<file path="config.mk">
export PLATFORM = sky130hd
export DESIGN_NAME = key_access_parallel_output
export DESIGN_NICKNAME = d
export VERILOG_FILES = /design/src/key_output_pkg.sv /design/src/pin_sync.sv /design/src/key_access_parallel_output.sv
export SDC_FILE = /design/constraint.sdc
export NUM_CORES = 1
export LEC_CHECK = 0
export ABC_AREA = 1
export BUFFER_PORTS_ARGS = -buffer_cell sky130_fd_sc_hd__buf_4
export CAP_MARGIN = 15
export CORE_AREA = 2 2 54 56
export DETAILED_ROUTE_END_ITERATION = 16
export DIE_AREA = 0 0 56 58
export GPL_TIMING_DRIVEN = 1
export PLACE_DENSITY = 0.78
export REMOVE_ABC_BUFFERS = 1
export SYNTH_ARGS = -nofsm -noshare
export SYNTH_HDL_FRONTEND = slang
export SYNTH_SLANG_ARGS = --single-unit
</file>
<file path="constraint.sdc">
create_clock -name clk_i -period 3.45 [get_ports clk_i]
set_input_delay 0.1725 -clock clk_i [delete_from_list [all_inputs] [get_ports clk_i]]
set_output_delay 0.1725 -clock clk_i [all_outputs]
set_load 0.03 [all_outputs]
</file>
<file path="src/key_output_pkg.sv">
// Constants shared by the key access output logic.
// Assumes a 50 MHz system clock and one active-low asynchronous reset.
package key_output_pkg;

  localparam int unsigned LEVEL_W = 4;
  localparam logic [3:0] LEVEL_ZERO = 4'h0;
  localparam logic [3:0] LEVEL_MAX = 4'hF;

  // Three colour codes for the front indicator.
  localparam logic [1:0] LED_OFF = 2'h0;
  localparam logic [1:0] LED_GREEN = 2'h1;
  localparam logic [1:0] LED_YELLOW = 2'h2;

  // Debounce time applied to the key presence pin.
  localparam int unsigned CLK_MHZ = 50;
  localparam int unsigned KEY_SETTLE_US = 100;
  localparam int unsigned KEY_SETTLE_CYC = KEY_SETTLE_US * CLK_MHZ;

  typedef enum logic [3:0] {
    ST_IDLE = 4'h1,
    ST_KEY = 4'h2,
    ST_GRANT = 4'h4,
    ST_TRIP = 4'h8
  } out_state_t;

endpackage : key_output_pkg

</file>
<file path="src/pin_sync.sv">
// Three-stage synchroniser for one asynchronous pin.
// Assumes the pin is a slow level; a change is taken once stages 2 and 3
// agree, so stage 1 is seen by stage 2 alone.
`timescale 1ns/10ps
module pin_sync (
  // Clock and reset
  input wire logic clk_i,
  input wire logic rst_n_i,
  // Pin and filtered level
  input wire logic pin_i,
  output logic level_o
);

  logic s1_q;
  logic s2_q;
  logic s3_q;
  logic level_d;
  logic level_q;

  always_comb begin
    level_d = level_q;
    if (s2_q == s3_q) begin
      level_d = s3_q;
    end
  end

  always_ff @(posedge clk_i or negedge rst_n_i) begin
    if (!rst_n_i) begin
      s1_q <= 1'b0;
      s2_q <= 1'b0;
      s3_q <= 1'b0;
      level_q <= 1'b0;
    end else begin
      s1_q <= pin_i;
      s2_q <= s1_q;
      s3_q <= s2_q;
      level_q <= level_d;
    end
  end

  assign level_o = level_q;

endmodule : pin_sync

</file>
<file path="src/key_access_parallel_output.sv">
// Parallel switched outputs of the key reader: strobe, access level,
// enable contact with overload latch-off, and front indicator colour.
// Assumes the key reader core supplies validity and level on
// this clock; presence and overload come from pins and are synchronised.
//
// Function
// - After power-up every switched output, strobe and data, is Low.
// - Strobe goes High only for a placed key with valid access code.
// - Access level 0 to 15 is shown unsigned on four outputs, High one.
// - Data weights are 1, 2, 4 and 8, first output least significant.
// - In the contact variant the enable contact closes once a key sits.
// - Overload above 50 mA opens the contact until key is replaced.
// - Front indicator lights once power is present.
// - Indicator is yellow while a functional key sits untripped in the adapter.
`timescale 1ns/10ps
module key_access_parallel_output #(
  parameter bit HAS_CONTACT = 1'b1,
  parameter int unsigned SETTLE_CYC = key_output_pkg::KEY_SETTLE_CYC
) (
  // Clock and reset
  input wire logic clk_i,
  input wire logic rst_n_i,
  // Key reader core, same clock
  input wire logic code_valid_i,
  input wire logic [3:0] key_access_level_i,
  // Pins from the adapter
  input wire logic key_present_i,
  input wire logic contact_overload_i,
  // Switched outputs to the controller
  output logic strobe_o,
  output logic [3:0] data_o,
  output logic semiconductor_enable_contact_o,
  // Front indicator
  output logic [1:0] led_colour_o
);

  ////////////////////////////////////////////////////////////////////////
  // Pin synchronisers and presence debounce.

  logic present_sync;
  logic overload_sync;

  pin_sync u_present_sync (
    .clk_i(clk_i),
    .rst_n_i(rst_n_i),
    .pin_i(key_present_i),
    .level_o(present_sync)
  );

  pin_sync u_overload_sync (
    .clk_i(clk_i),
    .rst_n_i(rst_n_i),
    .pin_i(contact_overload_i),
    .level_o(overload_sync)
  );

  // Presence must hold steady before the key counts as placed, so a key
  // wobbling in the slot cannot pulse the contact.
  logic [$clog2(SETTLE_CYC+1)-1:0] settle_d;
  logic [$clog2(SETTLE_CYC+1)-1:0] settle_q;
  logic placed_d;
  logic placed_q;

  always_comb begin
    settle_d = settle_q;
    placed_d = placed_q;
    if (present_sync == placed_q) begin
      settle_d = '0;
    end else if (settle_q == SETTLE_CYC[$bits(settle_q)-1:0]) begin
      settle_d = '0;
      placed_d = present_sync;
    end else begin
      settle_d = settle_q + 1'b1;
    end
  end

  always_ff @(posedge clk_i or negedge rst_n_i) begin
    if (!rst_n_i) begin
      settle_q <= '0;
      placed_q <= 1'b0;
    end else begin
      settle_q <= settle_d;
      placed_q <= placed_d;
    end
  end

  ////////////////////////////////////////////////////////////////////////
  // Output state machine.

  key_output_pkg::out_state_t state_d;
  key_output_pkg::out_state_t state_q;
  logic strobe_d;
  logic strobe_q;
  logic [3:0] data_d;
  logic [3:0] data_q;
  logic contact_d;
  logic contact_q;
  logic [1:0] led_d;
  logic [1:0] led_q;

  always_comb begin
    state_d = state_q;
    case (state_q)
      key_output_pkg::ST_IDLE: begin
        if (placed_q) begin
          state_d = key_output_pkg::ST_KEY;
        end
      end
      key_output_pkg::ST_KEY, key_output_pkg::ST_GRANT: begin
        if (!placed_q) begin
          state_d = key_output_pkg::ST_IDLE;
        end else if (HAS_CONTACT && overload_sync) begin
          state_d = key_output_pkg::ST_TRIP;
        end else if (code_valid_i) begin
          state_d = key_output_pkg::ST_GRANT;
        end else begin
          state_d = key_output_pkg::ST_KEY;
        end
      end
      key_output_pkg::ST_TRIP: begin
        // The latch ends only on removal, never on the overload clearing.
        if (!placed_q) begin
          state_d = key_output_pkg::ST_IDLE;
        end
      end
      default: begin
        state_d = key_output_pkg::ST_IDLE;
      end
    endcase
  end

  // The level word is only driven under a grant or a trip with a valid code, so an invalid key never
  // leaks its level onto the controller inputs.
  always_comb begin
    strobe_d = (state_d == key_output_pkg::ST_GRANT);
    data_d = key_output_pkg::LEVEL_ZERO;
    if (state_d == key_output_pkg::ST_GRANT) begin
      data_d = key_access_level_i;
    end
    // The tripped contact stays open, but strobe and level remain valid.
    if (state_d == key_output_pkg::ST_TRIP && code_valid_i) begin
      strobe_d = 1'b1;
      data_d = key_access_level_i;
    end
    contact_d = HAS_CONTACT &&
                (state_d == key_output_pkg::ST_KEY ||
                 state_d == key_output_pkg::ST_GRANT);
    led_d = key_output_pkg::LED_GREEN;
    if (state_d == key_output_pkg::ST_GRANT) begin
      led_d = key_output_pkg::LED_YELLOW;
    end
  end

  always_ff @(posedge clk_i or negedge rst_n_i) begin
    if (!rst_n_i) begin
      state_q <= key_output_pkg::ST_IDLE;
      strobe_q <= 1'b0;
      data_q <= key_output_pkg::LEVEL_ZERO;
      contact_q <= 1'b0;
      led_q <= key_output_pkg::LED_OFF;
    end else begin
      state_q <= state_d;
      strobe_q <= strobe_d;
      data_q <= data_d;
      contact_q <= contact_d;
      led_q <= led_d;
    end
  end

  assign strobe_o = strobe_q;
  assign data_o = data_q;
  assign semiconductor_enable_contact_o = contact_q;
  assign led_colour_o = led_q;

  ////////////////////////////////////////////////////////////////////////
  // Checks.

  strobe_needs_key_a: assert property (
    @(posedge clk_i) disable iff (!rst_n_i)
    strobe_q |-> $past(placed_q) && $past(code_valid_i))
    else $error("strobe high without a valid placed key");

  data_zero_idle_a: assert property (
    @(posedge clk_i) disable iff (!rst_n_i)
    !strobe_q |-> data_q == key_output_pkg::LEVEL_ZERO)
    else $error("data driven without strobe");

  data_follows_level_a: assert property (
    @(posedge clk_i) disable iff (!rst_n_i)
    strobe_q |-> data_q == $past(key_access_level_i))
    else $error("data word differs from granted level");

  contact_needs_key_a: assert property (
    @(posedge clk_i) disable iff (!rst_n_i)
    contact_q |-> $past(placed_q) && HAS_CONTACT)
    else $error("contact closed without a key");

  trip_opens_contact_a: assert property (
    @(posedge clk_i) disable iff (!rst_n_i)
    contact_q && overload_sync && placed_q |=> !contact_q)
    else $error("contact not opened on overload");

  trip_stays_open_a: assert property (
    @(posedge clk_i) disable iff (!rst_n_i)
    state_q == key_output_pkg::ST_TRIP && placed_q |=> !contact_q)
    else $error("tripped contact reclosed with key still placed");

  removal_clears_a: assert property (
    @(posedge clk_i) disable iff (!rst_n_i)
    $fell(placed_q) |=> !strobe_q && !contact_q &&
                        data_q == key_output_pkg::LEVEL_ZERO)
    else $error("outputs not cleared on key removal");

  led_lit_run_a: assert property (
    @(posedge clk_i) disable iff (!rst_n_i)
    $past(rst_n_i) |-> led_q != key_output_pkg::LED_OFF)
    else $error("indicator dark while running");

  led_yellow_grant_a: assert property (
    @(posedge clk_i) disable iff (!rst_n_i)
    (state_q == key_output_pkg::ST_GRANT) ==
    (led_q == key_output_pkg::LED_YELLOW))
    else $error("indicator colour disagrees with grant");

  grant_seen_c: cover property (
    @(posedge clk_i) disable iff (!rst_n_i)
    strobe_q && data_q == key_output_pkg::LEVEL_MAX);

  trip_seen_c: cover property (
    @(posedge clk_i) disable iff (!rst_n_i)
    state_q == key_output_pkg::ST_TRIP ##1 !placed_q);

  removal_seen_c: cover property (
    @(posedge clk_i) disable iff (!rst_n_i)
    strobe_q ##1 !strobe_q);

endmodule : key_access_parallel_output

</file>
==> results of run 1 <==
## synth_stat cells
master     n
nand3_4    1
inv_2      2
o21ai_1    1
nor2_4     2
xnor2_1    2
nor2_1    25
nand4_1    4
nor3_1     1
ha_1       2
xor2_1     4
xor2_4     1
nor2_2     3
dfrtp_1   33
nand3_1   18
dfstp_2    1
nand2_2    5
nand3b_1   2
or2_1      2
and3_4     1
maj3_1     2
a21oi_1    1
nand3_2    1
nand2_1   37
buf_4      1
inv_1     16
## routing by layer
metal	part of all wire (%)	global-route usage, %	vias to the layer above
met1	44	22.37	529
met2	50	30.92	31
met5	0	0	-
li1	-	-	581
met4	1.6	8.503	0
met3	4.9	8.259	5
## registers in the layout (all words and copies together), names as in the netlist
signal                          cells
settle_q                           13
data_o                              4
state_q                             4
led_colour_o                        2
placed_q                            1
semiconductor_enable_contact_o      1
strobe_o                            1
u_overload_sync.level_o             1
u_overload_sync.s1_q                1
u_overload_sync.s2_q                1
u_overload_sync.s3_q                1
u_present_sync.level_o              1
u_present_sync.s1_q                 1
u_present_sync.s2_q                 1
u_present_sync.s3_q                 1
## metrics by stage
stage / setup slack [ps] / cell area (sq um)
finish: 2080 / 1814
CTS: 2102 / 1814
floorplan: 2251 / 1546
global route: 1958 / 1814
global placement: 2184 / 1705
detailed placement: 2121 / 1705
## path summary, 6_finish.rpt
kind	from	to	cells after the start
min	key_access_level_i[1]	data_o[1]	3
max reg2reg	settle_q[1]	settle_q[12]	6
min in group asynchronous	rst_n_i	settle_q[6]	2
min reg2reg	u_present_sync.s1_q	u_present_sync.s2_q	0
max	settle_q[1]	settle_q[12]	6
max in group asynchronous	rst_n_i	state_q[0]	2
## report_power, final
group          switching (mW)  internal [mW]  leakage, nW  total, mW
Clock                   0.126          0.139       0.0446      0.265
Combinational          0.0267         0.0200        0.375     0.0467
Sequential             0.0113          0.410        0.446      0.421
## area by class of cell
| type | instances | area share [%] |
|---|---|---|
| well taps | 31 | 2.138 |
| multi-input cells | 115 | 34.55 |
| repair buffers | 19 | 8.276 |
| flip-flops and latches | 34 | 46.97 |
| inverters | 18 | 3.724 |
| clock buffers | 8 | 4.345 |
## cells in the final DEF (no fill, tap or decap), types with 2 or more instances in the layout
cell type,netlist,routed
buf_4,1,16
clkbuf_4,0,5
clkbuf_8,0,3
dfrtp_1,33,33
dlygate4sd3_1,0,3
ha_1,2,2
inv_1,16,16
inv_2,2,2
maj3_1,2,2
nand2_1,37,37
nand2_2,5,5
nand3_1,18,18
nand3b_1,2,2
nand4_1,4,4
nor2_1,25,25
nor2_2,3,3
nor2_4,2,2
or2_1,2,2
xnor2_1,2,2
xor2_1,4,4
## worst min-delay path, stage by stage
cell and delay (ps):
buf_4 80, nand2_1 40, nand2_1 60
## timing repair
item,CTS,global route
gates resized for setup,0,0
hold buffers,3,0
hold endpoints to repair,35,0
## kinds of logic after synthesis
kind of cell,Yosys count
AOI/OAI and AO/OA,2
DFF,34
buffers and inverters,19
adders and majority gates,4
xor gates and xnor gates,7
and+or+nand+nor,102
==> impl_metrics.tcl, run 1 <==
set metrics [dict create \
    clk_latency_ps 330 \
    io_buffers 16 \
    regArea_sq_um 852.1 \
    min_period_ps 1370 \
    finalPower_mw 0.7329 \
    wirelength_mm 2.651 \
    hold_class "primary input to flop" \
    grt_max_degree 35 \
    tightestPinTransition_ps 413.2 \
    cp-start-kind "flop" \
    start_util_pct 58.36 \
    cts.sinks 34 \
    dieHeight_microns 58 \
    required_ps 3670 \
    avgRoutedWirePerCell_microns 11.78 \
    yosys.area_share.simple_pct 31.64 \
    synth_warnings 0 \
    clock_skew_ps 10.01 \
    synth.top_cell.area_share_pct 53.14 \
    criticalPathCategory "flop to flop" \
    cts-htree-levels 2 \
    first_iter_violations 56 \
    crit_family "simple AND/OR/NAND/NOR gates" \
    maxCapViolations 0 \
    synthMuxAreaShare_pct 0 \
    hold_viol_final 0 \
    synth_compound_area_share_pct 0.6441 \
    synth_top_family_by_area "simple AND/OR/NAND/NOR gates" \
    r2r_slack_ps 2080 \
    cts-root-buf "clkbuf_4" \
    period_share_pct 39.72 \
    placed_cells 214 \
    synth_area_sq_um 1554 \
    p_leak_nw 0.8652 \
    dp_hpwl_mm 1.877 \
    finalSetupTns_ps 0 \
    fmax_mhz 729.7 \
    antenna_found_initial 0 \
    critical_path.max_fanout 4 \
    power_density_nw_per_um2 404.0 \
    synth-seq-cells 34 \
    core_area_sq_um 2663 \
    avgViaCountPerCell 5.093 \
    holdWs_ps 58.19 \
    max_slew_margin_pct 72.45 \
    cts-buffers-inserted 5 \
    rsz0062_at_grt "no" \
    vias 1146 \
    cp.arrival_ps 1590 \
    synth_cells 168 \
    n_antenna_cell 0 \
    critPathSlowestCell "dfrtp_1" \
    grt_pass1_wl_mm 4.678 \
    fill_cells 193 \
    grt_pass1_vias 1150 \
    outcome "completed" \
    final_cells 225 \
    synthToLayoutAreaGrowth_pct 16.75 \
    ys_seq_area_share_pct 54.83 \
    overflow 0 \
    multi_input_area_sq_um 626.9 \
    clockBufferDepth 2 \
    dieArea_sq_um 3248 \
    drc 0 \
    endpoint_kind "flop" \
    vdd_drop_max_mv 0.3413 \
    synth_fa_ha_area_share_pct 2.899 \
    path_cells "ha_1, nand2_1, nor2_2, nand3_1, nor3_1, nor2_1" \
    die-width_microns 56 \
    detail-route-antenna-nets 0 \
    finalSetupViolCount 0 \
    num_rows 19 \
    synth_xor_area_share_pct 5.153 \
    cts_tree "yes" \
    slowest_delay_ps 410 \
    synthTopCellsByArea "dfrtp_1 (53%), nand2_1 (8.9%), nor2_1 (6.0%), nand3_1 (5.8%), inv_1 (3.9%)" \
    dr.pass1.iters 4 \
    gp_congestion 0.8588 \
    finalMaxSlewViolations 0 \
    utilization_pct 68.14 \
    syn_avg_cell_area_sq_um 9.250 \
    io-pin-count 17 \
    clk_pin_slew_ps 100 \
    drive_above_1_share_pct 21.13 \
    synth.distinct_cells 25 \
    cts_setup_buffers 0 \
    yosys.area.top_type "dfrtp_1" \
    nets 204 \
    groute.usage.overall_pct 19.12 \
    critPathBufInv 0 \
]
No activity file was read; power rests on OpenSTA's default activity.
==> run 2: changes to the inputs <==
--- a/config.mk
+++ b/config.mk
@@ -8,11 +8,11 @@
 export ABC_AREA = 1
 export BUFFER_PORTS_ARGS = -buffer_cell sky130_fd_sc_hd__buf_4
 export CAP_MARGIN = 15
-export CORE_AREA = 2 2 54 56
+export CORE_AREA = 2 2 40 79
 export DETAILED_ROUTE_END_ITERATION = 16
-export DIE_AREA = 0 0 56 58
+export DIE_AREA = 0 0 42 81
 export GPL_TIMING_DRIVEN = 1
-export PLACE_DENSITY = 0.78
+export PLACE_DENSITY = 0.74
 export REMOVE_ABC_BUFFERS = 1
 export SYNTH_ARGS = -nofsm -noshare
 export SYNTH_HDL_FRONTEND = slang
==> constraint.sdc (replaced) <==
create_clock -name clk_i -period 1.37 [get_ports clk_i]
set_input_delay 0.0685 -clock clk_i [delete_from_list [all_inputs] [get_ports clk_i]]
set_output_delay 0.0685 -clock clk_i [all_outputs]
set_load 0.03 [all_outputs]
==> impl_metrics.tcl, run 2 (same netlist as run 1, synthesis figures left out) <==
set metrics [dict create \
    outcome "completed" \
    final_common_cell "nand2_1" \
    io_buffers 16 \
    worst_slack_ps 84.35 \
    largest_reg_flops 13 \
    cts_tree "yes" \
    fmax_mhz 777.8 \
    first_iter_violations 24 \
    finalSetupViolCount 0 \
    r2r_slack_ps 80 \
    dp_hpwl_mm 1.881 \
    overflow 0 \
    slowest_delay_ps 400 \
    synthToLayoutAreaGrowth_pct 24.64 \
    clock_skew_ps 10.57 \
    avgViaCountPerCell 5.022 \
    n_antenna_cell 0 \
    vdd_drop_max_mv 1.090 \
    drive_above_1_share_pct 22.61 \
    num_rows 28 \
    max_slew_margin_pct 73.00 \
    dieArea_sq_um 3402 \
    grtUsageMet2_pct 30.31 \
    min_period_ps 1286 \
    rsz0062_at_grt "yes" \
    min_path_cells 3 \
    final_cells 229 \
    antenna_found_initial 0 \
    hold_class "primary input to flop" \
    cp-start-kind "flop" \
    die-width_microns 42 \
    critPathBufInv 1 \
    cts.sinks 34 \
    gr-usage-met1_pct 23.16 \
    cts-root-buf "clkbuf_8" \
    core_area_sq_um 2838 \
    dp_slack_ps 52.31 \
    fill_cells 215 \
    start_util_pct 54.76 \
    hold_viol_final 0 \
    placed_cells 215 \
    cts-buffers-inserted 5 \
    clk_latency_ps 290 \
    regToRegEndpoint "settle_q[12]" \
    finalPower_mw 2.317 \
    cts-htree-levels 2 \
    critPathSlowestCell "dfrtp_1" \
    clk_pin_slew_ps 70 \
    critical_path.max_fanout 6 \
    power_density_nw_per_um2 1196 \
    crit_family "simple AND/OR/NAND/NOR gates" \
    regMostFlops "settle_q" \
    rr_worst_depth 7 \
    io-pin-count 17 \
    vias 1150 \
    endpoint_kind "flop" \
    layout_common_cells "nand2_1 (37), dfrtp_1 (33), nor2_1 (24)" \
    hp-start "key_access_level_i[3]" \
    r2r-start "settle_q[0]" \
    wirelength_mm 2.663 \
    cts_setup_buffers 0 \
    tightestPinTransition_ps 405.0 \
    cp.arrival_ps 1460 \
    required_ps 1540 \
    maxCapViolations 0 \
    dr.pass1.iters 4 \
    cpMostUsedCell "nand3_1" \
    grt_pass1_vias 1173 \
    criticalPathCategory "flop to flop" \
    clockBufferDepth 2 \
    grt.busiest_layer "met2" \
    grt_max_degree 35 \
    hold_end "data_o[3]" \
    p_leak_nw 0.9143 \
    groute.usage.overall_pct 18.99 \
    drc 0 \
    nets 209 \
    path_cells "inv_1, ha_1, nand3_1, nor2_2, nand2_2, nand3_1, nor2_1" \
    utilization_pct 68.25 \
    finalMaxSlewViolations 0 \
    detail-route-antenna-nets 0 \
    dieHeight_microns 81 \
    period_share_pct 93.84 \
    gp_congestion 0.8030 \
    met3_usage_pct 5.556 \
    grt_pass1_wl_mm 4.850 \
    avgRoutedWirePerCell_microns 11.63 \
]
## run 2: worst max-delay path by stage
stage,start,end,slack (ps),cells past startpoint
CTS,settle_q[0],settle_q[8],40,7
finish,settle_q[0],settle_q[12],80,7
global placement,settle_q[0],settle_q[8],100,7
detailed placement,settle_q[0],settle_q[8],50,7
floorplan,settle_q[1],settle_q[12],170,6
global route,settle_q[0],settle_q[12],-30,7
## run 2: tightest hold or removal path, stage by stage
cell	delay [ps]
buf_4	80
nand2_1	50
nand2_1	60
## run 2: power by group
group	internal [mW]	switching, mW	leakage [nW]	total (mW)
clock network	0.776	0.355	0.0714	1.13
logic	0.0579	0.0691	0.397	0.127
registers	1.03	0.0270	0.446	1.06
## run 2: cell type report
| cell class | count | area, sq um | share of cell area [%] |
|---|---|---|---|
| inverter | 18 | 67.56 | 3.488 |
| multi-input combinational | 115 | 641.9 | 33.14 |
| sequential | 34 | 852.1 | 43.99 |
| clock inverter | 2 | 60.06 | 3.101 |
| clock buffer | 6 | 82.58 | 4.264 |
| timing repair buffer | 24 | 195.2 | 10.08 |
| tap | 30 | 37.54 | 1.938 |
## run 2: metal layers
layer / vias up / wire length (microns)
li1: 584 / -
met1: 536 / 1150
met2: 24 / 1354
met3: 6 / 97
met4: 0 / 61
met5: - / 0
## run 2: through the flow
step	hold WS (ps)	cell area, sq um	TNS, ps
CTS	2.828	1922	0
detailed placement	34.43	1719	0
global placement	31.65	1719	0
global route	18.37	1937	-71.16
finish	6.116	1937	0
floorplan	-227.1	1546	0
## run 2: what timing repair did
item	in CTS	in global routing
resized for setup	0	4
endpoints found under the setup margin	0	8
endpoints found under the hold margin	38	0
hold buffers	6	0
